File: src/rtl/pssc_params.svh
// Constants of the phase, sync and stack command registers
// How it works
// - Broadcast selector reads per-phase fault flag word
// - Single phase selector reads that phase's faults
// - Unused phase bits always read zero
// - Flags in bits 3:0, upper bits zero
// - Direction field: off, out, in, auto
// - Edge bit: zero falling, one rising
// - Invalid sync or stack data flagged
// - Auto mode picks direction at enable
// - Follower uses input, faults without sync
// - Lower limit frequency held until disable
// - Sync fault then output: oscillator at 70%
// - Stack size writable only while disabled
// - Stack upper bits and address read zero
// - Stack codes 0 to 3 valid only
// - Standalone power-up keeps backchannel off
// - Multiphase power-up allows live size changes
`ifndef PSSC_PARAMS_SVH
`define PSSC_PARAMS_SVH
// ----------------------------------------
// Command codes and selectors
// ----------------------------------------
`define PSSC_CMD_PHASE_SUM 8'hDC
`define PSSC_CMD_SYNC_CFG 8'hE4
`define PSSC_CMD_STACK_CFG 8'hEC
`define PSSC_PHASE_ALL 8'hFF
`define PSSC_PHASE_ALT 8'h80
// ----------------------------------------
// Field values
// ----------------------------------------
`define PSSC_SYNC_LOW_FIX 5'h10
`define PSSC_STACK_ALONE 4'h0
`define PSSC_STACK_MAX 4'h3
`define PSSC_BC_FIRST_ADDR 4'h0
`define PSSC_FLAG_PAD 12'h000
`define PSSC_STACK_PAD 8'h00
`define PSSC_BYTE_PAD 8'h00
// ----------------------------------------
// Sync presence timing, in quarter switching periods
// ----------------------------------------
// 75 percent of fsw is a period of 5.33 quarters; 5 is the last legal gap
`define PSSC_GAP_MAX 3'h5
`define PSSC_GAP_SAT 3'h6
`define PSSC_GAP_ONE 3'h1
`define PSSC_GAP_ZERO 3'h0
`endif

File: src/rtl/pssc_pkg.sv
// Types shared by the phase, sync and stack command logic
package pssc_pkg;
    // Sync direction field encodings
    typedef enum logic [1:0] {
        PSSC_DIR_OFF = 2'h0,
        PSSC_DIR_OUT = 2'h1,
        PSSC_DIR_IN = 2'h2,
        PSSC_DIR_AUTO = 2'h3
    } pssc_dir_e;
    // Oscillator control states, one-hot
    typedef enum logic [2:0] {
        PSSC_OSC_IDLE = 3'h1,
        PSSC_OSC_RUN = 3'h2,
        PSSC_OSC_HOLD = 3'h4
    } pssc_osc_e;
    typedef logic [3:0] pssc_flags_t;
endpackage

File: src/rtl/pssc_cfg_if.sv
// Signals between the command logic and its two helpers
`timescale 1ns/1ps
interface pssc_cfg_if;
    import pssc_pkg::*;
    pssc_dir_e sync_dir; // Configured direction
    logic sync_edge; // Edge select bit
    logic conv_en; // Conversion enable
    logic is_follower; // Device is a loop follower
    logic [7:0] phase_sel; // Phase selector
    pssc_flags_t clr_mask; // Flags to clear
    logic [15:0] sum_word; // Fault summary read word
    modport top (output sync_dir, sync_edge, conv_en, is_follower,
                 phase_sel, clr_mask, input sum_word);
    modport sync (input sync_dir, sync_edge, conv_en, is_follower);
    modport fault (input phase_sel, clr_mask, output sum_word);
endinterface

File: src/rtl/pssc_fault_map.sv
// Sticky per-phase fault flags and the summary read word
`timescale 1ns/1ps
`include "pssc_params.svh"
module pssc_fault_map (
    input wire logic sys_clk,
    input wire logic rst_n,
    input wire pssc_pkg::pssc_flags_t phase_fault,
    input wire pssc_pkg::pssc_flags_t phase_used,
    pssc_cfg_if.fault cfg
);
    import pssc_pkg::*;
    // ----------------------------------------
    // Flag storage
    // ----------------------------------------
    pssc_flags_t flags_ff; // Sticky fault flags
    pssc_flags_t nxt_flags; // Next flags
    wire is_bcast; // Broadcast selector
    wire pssc_flags_t sel_mask; // Selected phase mask
    // One-hot mask of a phase number, zero beyond phase 3
    function automatic pssc_flags_t phase_bit(input logic [7:0] sel);
        phase_bit = (sel < 8'h04) ? pssc_flags_t'(4'h1 << sel[1:0])
                                  : 4'h0;
    endfunction
    // Per phase: a new fault wins over a clear; unused phases stay 0
    genvar gi;
    generate
        for (gi = 0; gi < 4; gi = gi + 1) begin : g_flag
            assign nxt_flags[gi] = phase_used[gi] & (phase_fault[gi] |
                (flags_ff[gi] & ~cfg.clr_mask[gi]));
        end
    endgenerate
    // Flag register
    always_ff @(posedge sys_clk) begin
        if (!rst_n) begin
            flags_ff <= 4'h0;
        end else begin
            flags_ff <= nxt_flags;
        end
    end
    // ----------------------------------------
    // Read word
    // ----------------------------------------
    assign is_bcast = (cfg.phase_sel == `PSSC_PHASE_ALL) ||
                      (cfg.phase_sel == `PSSC_PHASE_ALT);
    assign sel_mask = is_bcast ? 4'hF : phase_bit(cfg.phase_sel);
    // Reserved bits 15:4 always zero
    assign cfg.sum_word = {`PSSC_FLAG_PAD, flags_ff & sel_mask};
endmodule

File: src/rtl/pssc_sync_ctrl.sv
// Sync direction, presence, follower fault and oscillator fallback
`timescale 1ns/1ps
`include "pssc_params.svh"
module pssc_sync_ctrl (
    input wire logic sys_clk,
    input wire logic rst_n,
    input wire logic sync_pin,
    input wire logic sync_pin_high,
    input wire logic sync_pin_low,
    input wire logic osc_qtick,
    input wire logic at_lower_limit,
    pssc_cfg_if.sync cfg,
    output logic sync_in_en,
    output logic sync_out_en,
    output logic sync_lock,
    output logic sync_fault,
    output logic osc_low70
);
    import pssc_pkg::*;
    // ----------------------------------------
    // Edge and presence detection
    // ----------------------------------------
    logic pin_ff; // Last pin level
    logic [2:0] gap_ff; // Quarter periods since the last edge
    logic [2:0] nxt_gap;
    wire rise_w = sync_pin & ~pin_ff;
    wire fall_w = ~sync_pin & pin_ff;
    wire edge_w = cfg.sync_edge ? rise_w : fall_w;
    wire present_w = (gap_ff <= `PSSC_GAP_MAX); // Faster than 75 % fsw
    assign nxt_gap = edge_w ? `PSSC_GAP_ZERO :
        (osc_qtick && gap_ff != `PSSC_GAP_SAT) ? gap_ff + `PSSC_GAP_ONE
                                                : gap_ff;
    // Pin history and gap counter
    always_ff @(posedge sys_clk) begin
        if (!rst_n) begin
            pin_ff <= 1'b0;
            gap_ff <= `PSSC_GAP_SAT;
        end else begin
            pin_ff <= sync_pin;
            gap_ff <= nxt_gap;
        end
    end
    // ----------------------------------------
    // Direction resolution
    // ----------------------------------------
    logic en_ff; // Last enable level
    logic auto_in_ff; // Auto mode chose input
    logic was_in_ff; // Effective direction was input
    logic fault_ff; // Follower sync fault
    pssc_osc_e osc_ff; // Oscillator state
    pssc_osc_e nxt_osc;
    pssc_dir_e eff_dir;
    wire en_rise = cfg.conv_en & ~en_ff;
    wire auto_pick_in = sync_pin_high | present_w;
    assign eff_dir = cfg.is_follower ? PSSC_DIR_IN :
        (cfg.sync_dir == PSSC_DIR_AUTO) ?
            (auto_in_ff ? PSSC_DIR_IN : PSSC_DIR_OUT) : cfg.sync_dir;
    wire in_to_out = was_in_ff && eff_dir == PSSC_DIR_OUT;
    // Follower fault sets only while enabled; a disable always clears it
    wire fault_set = cfg.is_follower & cfg.conv_en & ~present_w;
    // Auto pick, history and fault flag
    always_ff @(posedge sys_clk) begin
        if (!rst_n) begin
            en_ff <= 1'b0;
            auto_in_ff <= 1'b0;
            was_in_ff <= 1'b0;
            fault_ff <= 1'b0;
        end else begin
            en_ff <= cfg.conv_en;
            // Low and static pin, or undecided, falls back to output
            if (en_rise) begin
                auto_in_ff <= auto_pick_in & ~(sync_pin_low & ~present_w);
            end
            was_in_ff <= (eff_dir == PSSC_DIR_IN);
            fault_ff <= fault_set | (fault_ff & cfg.conv_en);
        end
    end
    // ----------------------------------------
    // Oscillator fallback
    // ----------------------------------------
    always_comb begin
        nxt_osc = osc_ff;
        case (osc_ff)
            PSSC_OSC_IDLE: begin
                if (cfg.conv_en) begin
                    nxt_osc = PSSC_OSC_RUN;
                end
            end
            PSSC_OSC_RUN: begin
                if (!cfg.conv_en) begin
                    nxt_osc = PSSC_OSC_IDLE;
                end else if (in_to_out && (at_lower_limit || fault_ff)) begin
                    nxt_osc = PSSC_OSC_HOLD;
                end
            end
            PSSC_OSC_HOLD: begin
                // Only a disable releases the 70 % frequency
                if (!cfg.conv_en) begin
                    nxt_osc = PSSC_OSC_IDLE;
                end
            end
            default: begin
                nxt_osc = PSSC_OSC_IDLE;
            end
        endcase
    end
    // State register
    always_ff @(posedge sys_clk) begin
        if (!rst_n) begin
            osc_ff <= PSSC_OSC_IDLE;
        end else begin
            osc_ff <= nxt_osc;
        end
    end
    assign sync_in_en = (eff_dir == PSSC_DIR_IN);
    assign sync_out_en = (eff_dir == PSSC_DIR_OUT);
    assign sync_lock = edge_w & sync_in_en;
    assign sync_fault = fault_ff;
    assign osc_low70 = (osc_ff == PSSC_OSC_HOLD);
endmodule

File: src/rtl/pssc_top.sv
// Phase fault summary, sync and stack configuration command logic
`timescale 1ns/1ps
`include "pssc_params.svh"
module pssc_top (
    input wire logic sys_clk,
    input wire logic rst_n,
    input wire logic cmd_valid,
    input wire logic cmd_write,
    input wire logic [7:0] cmd_code,
    input wire logic [15:0] cmd_wdata,
    input wire logic [7:0] phase_sel,
    input wire pssc_pkg::pssc_flags_t phase_used,
    input wire pssc_pkg::pssc_flags_t phase_fault,
    input wire logic conv_en,
    input wire logic is_follower,
    input wire logic sync_pin,
    input wire logic sync_pin_high,
    input wire logic sync_pin_low,
    input wire logic osc_qtick,
    input wire logic at_lower_limit,
    input wire logic [7:0] nvm_sync_cfg,
    input wire logic [3:0] nvm_stack_size,
    output logic rsp_valid,
    output logic [15:0] rsp_rdata,
    output logic cml_invalid_data,
    output logic cml_invalid_cmd,
    output logic cml_unsupported,
    output logic sync_in_en,
    output logic sync_out_en,
    output logic sync_lock,
    output logic sync_fault,
    output logic osc_low70,
    output logic [3:0] stack_size_field,
    output logic backchannel_pins_en
);
    import pssc_pkg::*;
    // ----------------------------------------
    // Helpers
    // ----------------------------------------
    pssc_cfg_if cfg_if ();
    pssc_fault_map u_fault (
        .sys_clk(sys_clk),
        .rst_n(rst_n),
        .phase_fault(phase_fault),
        .phase_used(phase_used),
        .cfg(cfg_if.fault)
    );
    pssc_sync_ctrl u_sync (
        .sys_clk(sys_clk),
        .rst_n(rst_n),
        .sync_pin(sync_pin),
        .sync_pin_high(sync_pin_high),
        .sync_pin_low(sync_pin_low),
        .osc_qtick(osc_qtick),
        .at_lower_limit(at_lower_limit),
        .cfg(cfg_if.sync),
        .sync_in_en(sync_in_en),
        .sync_out_en(sync_out_en),
        .sync_lock(sync_lock),
        .sync_fault(sync_fault),
        .osc_low70(osc_low70)
    );
    // ----------------------------------------
    // Registers
    // ----------------------------------------
    logic [7:0] sync_cfg_ff; // Sync configuration byte
    logic [3:0] stack_ff; // Stack size code
    logic bc_en_ff; // Backchannel pins enabled since power-up
    logic rsp_valid_ff; // Read answer strobe
    logic [15:0] rdata_ff; // Read answer data
    logic inv_data_ff; // Invalid data pulse
    logic inv_cmd_ff; // Invalid command pulse
    logic unsup_ff; // Unknown code pulse
    // ----------------------------------------
    // Command decode
    // ----------------------------------------
    wire hit_sum = (cmd_code == `PSSC_CMD_PHASE_SUM);
    wire hit_sync = (cmd_code == `PSSC_CMD_SYNC_CFG);
    wire hit_stack = (cmd_code == `PSSC_CMD_STACK_CFG);
    wire hit_any = hit_sum | hit_sync | hit_stack;
    wire wr = cmd_valid & cmd_write;
    wire rd = cmd_valid & ~cmd_write;
    // Low five bits must carry the fixed pattern
    wire sync_ok = (cmd_wdata[4:0] == `PSSC_SYNC_LOW_FIX);
    // Upper byte and address field must be zero, size at most 3
    wire stack_ok = (cmd_wdata[15:4] == 12'h000) &&
                    (cmd_wdata[3:0] <= `PSSC_STACK_MAX);
    wire sync_wr = wr & hit_sync & sync_ok;
    wire stack_locked = wr & hit_stack & conv_en;
    wire stack_wr = wr & hit_stack & ~conv_en & stack_ok;
    wire bad_data = wr & ((hit_sync & ~sync_ok) |
                          (hit_stack & ~conv_en & ~stack_ok));
    // Read selection
    wire [15:0] sync_word = {`PSSC_BYTE_PAD, sync_cfg_ff};
    wire [15:0] stack_word = {`PSSC_STACK_PAD, `PSSC_BC_FIRST_ADDR,
                              stack_ff};
    wire [15:0] rd_word = hit_sum ? cfg_if.sum_word :
                          hit_sync ? sync_word :
                          hit_stack ? stack_word : 16'h0000;
    // ----------------------------------------
    // Interface drive
    // ----------------------------------------
    assign cfg_if.sync_dir = pssc_dir_e'(sync_cfg_ff[7:6]);
    assign cfg_if.sync_edge = sync_cfg_ff[5];
    assign cfg_if.conv_en = conv_en;
    assign cfg_if.is_follower = is_follower;
    assign cfg_if.phase_sel = phase_sel;
    // Write of a one clears that phase flag
    assign cfg_if.clr_mask = (wr & hit_sum) ? cmd_wdata[3:0] : 4'h0;
    // ----------------------------------------
    // Configuration storage
    // ----------------------------------------
    // Power-up loads stored values; backchannel decided once here
    always_ff @(posedge sys_clk) begin
        if (!rst_n) begin
            sync_cfg_ff <= {nvm_sync_cfg[7:5], `PSSC_SYNC_LOW_FIX};
            stack_ff <= (nvm_stack_size <= `PSSC_STACK_MAX) ?
                        nvm_stack_size : `PSSC_STACK_ALONE;
            bc_en_ff <= (nvm_stack_size != `PSSC_STACK_ALONE) &&
                        (nvm_stack_size <= `PSSC_STACK_MAX);
        end else begin
            if (sync_wr) begin
                sync_cfg_ff <= cmd_wdata[7:0];
            end
            if (stack_wr) begin
                stack_ff <= cmd_wdata[3:0];
            end
        end
    end
    // ----------------------------------------
    // Answers and status pulses
    // ----------------------------------------
    always_ff @(posedge sys_clk) begin
        if (!rst_n) begin
            rsp_valid_ff <= 1'b0;
            rdata_ff <= 16'h0000;
            inv_data_ff <= 1'b0;
            inv_cmd_ff <= 1'b0;
            unsup_ff <= 1'b0;
        end else begin
            rsp_valid_ff <= rd;
            if (rd) begin
                rdata_ff <= rd_word;
            end
            inv_data_ff <= bad_data;
            inv_cmd_ff <= stack_locked;
            unsup_ff <= cmd_valid & ~hit_any;
        end
    end
    assign rsp_valid = rsp_valid_ff;
    assign rsp_rdata = rdata_ff;
    assign cml_invalid_data = inv_data_ff;
    assign cml_invalid_cmd = inv_cmd_ff;
    assign cml_unsupported = unsup_ff;
    assign stack_size_field = stack_ff;
    assign backchannel_pins_en = bc_en_ff;
endmodule

File: config.mk
export PLATFORM = sky130hd
export DESIGN_NAME = pssc_top
export DESIGN_NICKNAME = d
export VERILOG_FILES = /design/src/rtl/pssc_pkg.sv /design/src/rtl/pssc_cfg_if.sv /design/src/rtl/pssc_fault_map.sv /design/src/rtl/pssc_sync_ctrl.sv /design/src/rtl/pssc_top.sv
export VERILOG_INCLUDE_DIRS = /design/src /design/src/rtl
export SDC_FILE = /design/constraint.sdc
export NUM_CORES = 1
export LEC_CHECK = 0
export ABC_AREA = 0
export BUFFER_PORTS_ARGS = -buffer_cell sky130_fd_sc_hd__buf_4
export CAP_MARGIN = 10
export CORE_ASPECT_RATIO = 2
export CORE_MARGIN = 2
export CORE_UTILIZATION = 47
export DETAILED_ROUTE_END_ITERATION = 6
export PLACE_DENSITY = 0.8
export SETUP_SLACK_MARGIN = 0.05
export SYNTH_ARGS = -nofsm -noshare
export SYNTH_HDL_FRONTEND = slang
export SYNTH_SLANG_ARGS = --single-unit
File: constraint.sdc
create_clock -name sys_clk -period 2.2 [get_ports sys_clk]
set_clock_uncertainty 0.15 [all_clocks]
set_input_delay 0.11 -clock sys_clk [delete_from_list [all_inputs] [get_ports sys_clk]]
set_output_delay 0.11 -clock sys_clk [all_outputs]
set_load 0.03 [all_outputs]
==> results of run 1 <==
worst paths after layout:
| kind | startpoint | to | slack [ns] | cells past startpoint |
|---|---|---|---|---|
| setup reg to reg | u_sync.gap_ff[1] | u_sync.sync_fault | 0.20 | 6 |
| setup / recovery | cmd_write | u_fault.flags_ff[0] | 0.19 | 7 |
| hold / removal | cmd_wdata[5] | sync_cfg_ff[5] | 0.005 | 2 |
| hold reg to reg | sync_cfg_ff[4] | sync_cfg_ff[4] | 0.31 | 1 |
per-stage QoR:
step	power (mW)	cell area, um2	hold WS [ns]	instances	utilization
3_3_place_gp	1.122	2628	0.1507	348	0.6364
4_1_cts	1.697	2990	0.002653	382	0.7242
3_5_place_dp	1.129	2628	0.1512	348	0.6364
6_report	1.694	2990	0.005048	382	0.7242
2_1_floorplan	0.9945	2066	0.03238	233	-
5_1_grt	1.761	2990	0.001774	382	0.7242
state kept, by name (all words and copies together), names as in the netlist:
name	cells
u_sync.sync_fault	1
rsp_rdata	8
sync_cfg_ff	8
u_sync.auto_in_ff	1
u_fault.flags_ff	4
u_sync.en_ff	1
u_sync.pin_ff	1
u_sync.osc_ff	3
stack_size_field	4
u_sync.gap_ff	3
cml_unsupported	1
backchannel_pins_en	1
cml_invalid_cmd	1
u_sync.was_in_ff	1
rsp_valid	1
cml_invalid_data	1
Yosys cell counts (2+ instances only):
cell / instances / share of area
nor3_2: 2 / 0.0098
inv_1: 13 / 0.024
ha_1: 3 / 0.018
or3_1: 2 / 0.0061
edfxtp_1: 8 / 0.12
nor2_1: 11 / 0.020
nand4b_4: 2 / 0.023
buf_2: 2 / 0.0049
o21ai_0: 17 / 0.042
nand4_1: 3 / 0.0092
xnor2_1: 3 / 0.013
o32ai_1: 3 / 0.013
o211ai_1: 3 / 0.011
nand2_1: 23 / 0.042
nor2b_1: 3 / 0.0092
nand3_1: 7 / 0.017
buf_4: 8 / 0.029
clkbuf_1: 5 / 0.0092
a32o_1: 3 / 0.015
a211oi_1: 2 / 0.0074
and2_1: 5 / 0.015
and3_1: 6 / 0.018
nand2b_1: 6 / 0.018
nor3_1: 4 / 0.0098
nor4_1: 6 / 0.018
mux2i_1: 4 / 0.020
dfxtp_1: 32 / 0.31
a21oi_1: 19 / 0.047
nand3b_1: 4 / 0.015
report_power, final:
part	switching (mW)	total (mW)	internal [mW]
sequential	0.0264	0.810	0.783
combinational	0.176	0.343	0.167
clock	0.250	0.541	0.291
total	0.452	1.69	1.24
kinds of logic (layout without fill, tap and decap cells):
family	Yosys count	count (layout)	share of synthesized area
muxes	5	5	0.02515
xor gates and xnor gates	4	4	0.01718
DFF	40	40	0.4319
AOI/OAI and AO/OA	53	53	0.1577
other	1	8	0.001839
and+or+nand+nor	90	90	0.2730
adders and majority gates	3	3	0.01841
buffers and inverters	30	127	0.07485
area by class of cell:
class                      instances  area (um2)  share of cell area
clock buffer                       7       97.59             0.03264
clock inverter                     1       5.005            0.001674
inverter                          13       48.80             0.01632
multi-input combinational        163        1032              0.3452
sequential                        40       880.8              0.2946
tap                               52       65.06             0.02176
timing repair buffer             106       860.8              0.2879
what timing repair did:
item                                   in CTS  in global routing
resized for setup                           0                  0
endpoints found under the hold margin      20                  0
hold buffers                               26                  0
metal layers:
layer	part of all wire	vias to the layer above	track usage
met5	0	-	0
met4	0.021	0	0.1040
met3	0.044	11	0.03538
met2	0.61	88	0.4939
met1	0.33	954	0.2286
li1	-	993	-
critical path, stage by stage:
cell and delay, ns:
dlygate4sd3_1 0.54, buf_4 0.13, and2_1 0.31, nand2_1 0.12
o21ai_0 0.19, a21oi_1 0.09, dlygate4sd3_1 0.55
==> results.yml, run 1 <==
yosys:
  synth_seq_area_share: 0.4319
  ys_warn_count: 0
  syn_inst: 226
  synth_edf_count: 8
  async_flop_share: 0
  synth_cell_type_count: 46
  ys_seq_elements: 40
  avgSynthCellArea_um2: 9.024
  ys.flop_type: "dfxtp_1"
  syn_area_mm2: 0.002039
layout:
  fill_cells: 358
  final_cell_mix: "80 x buf_4, 32 x dfxtp_1, 26 x dlygate4sd3_1, 23 x nand2_1, 19 x a21oi_1"
  areaGrowthSynthToFinish_pct: 46.63
  final_layout_size_suffix_gt1_frac: 0.2879
  final_common_cell: "buf_4"
  diodes: 0
  fin_nets: 395
global_routing:
  grt.total_usage: 0.2464
  grt_pass1_vias: 2164
  grt_max_degree: 28
  grt_first_pass_wirelength_um: 9328
  overflow: 0
  antenna_found_initial: 0
timing:
  final.setup.worst_slack_ns: 0.1889
  slew_headroom: 0.6328
  finalCritPeriodShare: 0.9142
  final_max_slew_viol_count: 0
  fmax_mhz: 497.2
  fin_tns_setup_ns: 0
  rsz0062_at_grt: "no"
  setup_viol_count_final: 0
  finalHoldViolCount: 0
  fin_crit_ns: 2.011
  worst_pin_slew_ns: 0.5457
cts:
  path_clk_slew_ns: 0.08
  clockBufferDepth: 2
  insertion_delay_ns: 0.29
  cts_tree: "yes"
  cts_inserted_buffers: 5
  cts_root_buffer: "clkbuf_8"
  cts.sinks: 40
  htreeDepth: 2
  postCtsSetupRepairBufs: 0
critical_path:
  start_kind: "input pin"
  cp.required_ns: 2.23
  arrival_ns: 2.04
  path_max_fanout: 6
  endpoint_kind: "register"
  path_class: "input pin to register"
routing:
  drtPass1Iterations: 4
  vias: 2046
  ant_nets: 0
  first_iter_violations: 51
  via_per_inst: 5.356
  post_drt_wl_per_cell_um: 14.94
  drt_wl_total_um: 5707
  drc: 0
floorplanning:
  die_y_um: 97.16
  initial_core_util: 0.4939
  row_count: 33
  core_area_mm2: 0.004129
  io_pins: 93
  die_w_um: 50.58
  dieArea_mm2: 0.004914
pwr:
  p_per_area_mw_per_mm2: 566.4
  leakage_nw: 1.359
  vdd_drop_max_v: 0.0004300
placed_design:
  place.gp.congestion: 0.8855
  dp_hpwl_um: 4111
  dp_slack_ns: 0.3474
  port_buffers: 79
run_status:
  status: "completed"
job:
  maxCapViolations: 0
min_path:
  hold_class: "input pin to register"
Note: power is estimated with default switching activity, not from simulation.
==> run 2: changes to the inputs <==
GPL_TIMING_DRIVEN = 0   (was unset)
==> results.yml, run 2 (synthesized netlist as in run 1, its figures left out) <==
global_routing:
  overflow: 0
  grt_max_degree: 13
  grt.total_usage: 0.2482
  grt_first_pass_wirelength_um: 9294
  antenna_found_initial: 0
  grt_pass1_vias: 2097
timing:
  worst_pin_slew_ns: 0.5986
  fin_tns_setup_ns: 0
  finalHoldViolCount: 0
  final.setup.worst_slack_ns: 0.1112
  fmax_mhz: 478.7
  slew_headroom: 0.5967
  setup_viol_count_final: 0
  fin_crit_ns: 2.089
  final_max_slew_viol_count: 0
  finalCritPeriodShare: 0.9495
  hold_ws_ns: 0.01253
  rsz0062_at_grt: "no"
cts:
  htreeDepth: 2
  path_clk_slew_ns: 0.07
  cts_root_buffer: "clkbuf_8"
  clockBufferDepth: 2
  cts_tree: "yes"
  insertion_delay_ns: 0.29
  cts.sinks: 40
  cts_inserted_buffers: 5
routing:
  via_per_inst: 5.326
  drtPass1Iterations: 6
  first_iter_violations: 56
  vias: 2109
  drt_wl_total_um: 5809
  drc: 0
  post_drt_wl_per_cell_um: 14.67
  ant_nets: 0
critical_path:
  start_kind: "input pin"
  crit_slowest_cell: "dlygate4sd3_1"
  endpoint_kind: "register"
  path_max_fanout: 3
  crit_path_cell_trace: "dlygate4sd3_1 > buf_4 > nor2_1 > nand3_2 > nor4_4 > a32o_1 > dlygate4sd3_1"
  cp.required_ns: 2.21
  arrival_ns: 2.10
  path_class: "input pin to register"
  critical-path-max-stage-delay_ns: 0.54
  crit_top_cell: "dlygate4sd3_1"
pwr:
  leakage_nw: 1.401
  total_power_mw: 1.633
  vdd_drop_max_v: 0.0004976
  p_per_area_mw_per_mm2: 533.7
layout:
  diodes: 0
  instances_no_fill: 396
  final_common_cell: "buf_4"
  final_cell_mix: "86 x buf_4, 32 x dfxtp_1, 26 x dlygate4sd3_1, 23 x nand2_1, 19 x a21oi_1"
  fin_area_mm2: 0.003059
  fin_nets: 409
  areaGrowthSynthToFinish_pct: 50.00
  fill_cells: 322
  final_layout_size_suffix_gt1_frac: 0.3023
  fin_util: 0.7409
floorplanning:
  die_y_um: 97.16
  io_pins: 93
  core_area_mm2: 0.004129
  die_w_um: 50.58
  row_count: 33
  dieArea_mm2: 0.004914
  initial_core_util: 0.4939
placed_design:
  placed_cells: 362
  place.gp.congestion: 0.8524
  dp_slack_ns: 0.1742
  dp_hpwl_um: 4304
  port_buffers: 77
  place_area_mm2: 0.002709
min_path:
  hold_class: "input pin to register"
run_status:
  status: "completed"
job:
  maxCapViolations: 0
## run 2: cell types whose count changed in the layout (fill, tap and decap cells not counted)
| cell | before | now |
|---|---|---|
| buf_6 | 0 | 1 |
| nand3_1 | 7 | 6 |
| buf_2 | 0 | 2 |
| buf_1 | 0 | 1 |
| clkbuf_1 | 1 | 6 |
| buf_4 | 80 | 86 |
| clkbuf_16 | 1 | 0 |
| nand3_2 | 0 | 1 |
## run 2: worst max-delay path, delay by kind of cell
| kind | cells | cell delay [ns] |
|---|---|---|
| buffers and inverters | 3 | 1.21 |
| AO/OA/AOI/OAI | 1 | 0.20 |
| AND/OR/NAND/NOR | 3 | 0.59 |
## run 2: metal layers
layer / track usage / part of all wire / routed length, um
met4: 0.1185 / 0.036 / 210
met2: 0.4909 / 0.58 / 3345
met3: 0.03846 / 0.051 / 298
met5: 0 / 0 / 0
met1: 0.2284 / 0.34 / 1954
## run 2: final timing paths
kind                    startpoint          endpoint  slack, ns  cells past startpoint
setup reg to reg  u_sync.gap_ff[0]  u_sync.gap_ff[2]       0.37                      6
setup / recovery      cmd_wdata[2]    sync_cfg_ff[5]       0.11                      7
hold reg to reg       rsp_rdata[7]      rsp_rdata[7]       0.30                      2
hold / removal         cmd_code[1]   cml_unsupported       0.01                      3
## run 2: area by class of cell
type / instances / area, um2 / share of cell area
inverters: 13 / 48.80 / 0.01595
plain buffers: 16 / 100.1 / 0.03272
clock buffers: 7 / 76.32 / 0.02495
flip-flops and latches: 40 / 880.8 / 0.2879
repair buffers: 104 / 845.8 / 0.2765
clock inverters: 1 / 5.005 / 0.001636
well taps: 52 / 65.06 / 0.02127
multi-input cells: 163 / 1037 / 0.3391
## run 2: repair_timing
item                                   in CTS  in global routing
setup endpoints to repair                   0                  2
buffers inserted                            0                  1
hold buffers                               26                  0
resized for setup                           0                  1
endpoints found under the hold margin      19                  0
## run 2: where the power goes
group	total, mW	switching (mW)	internal [mW]
clock	0.464	0.242	0.222
sequential	0.809	0.0260	0.783
combinational	0.359	0.182	0.178
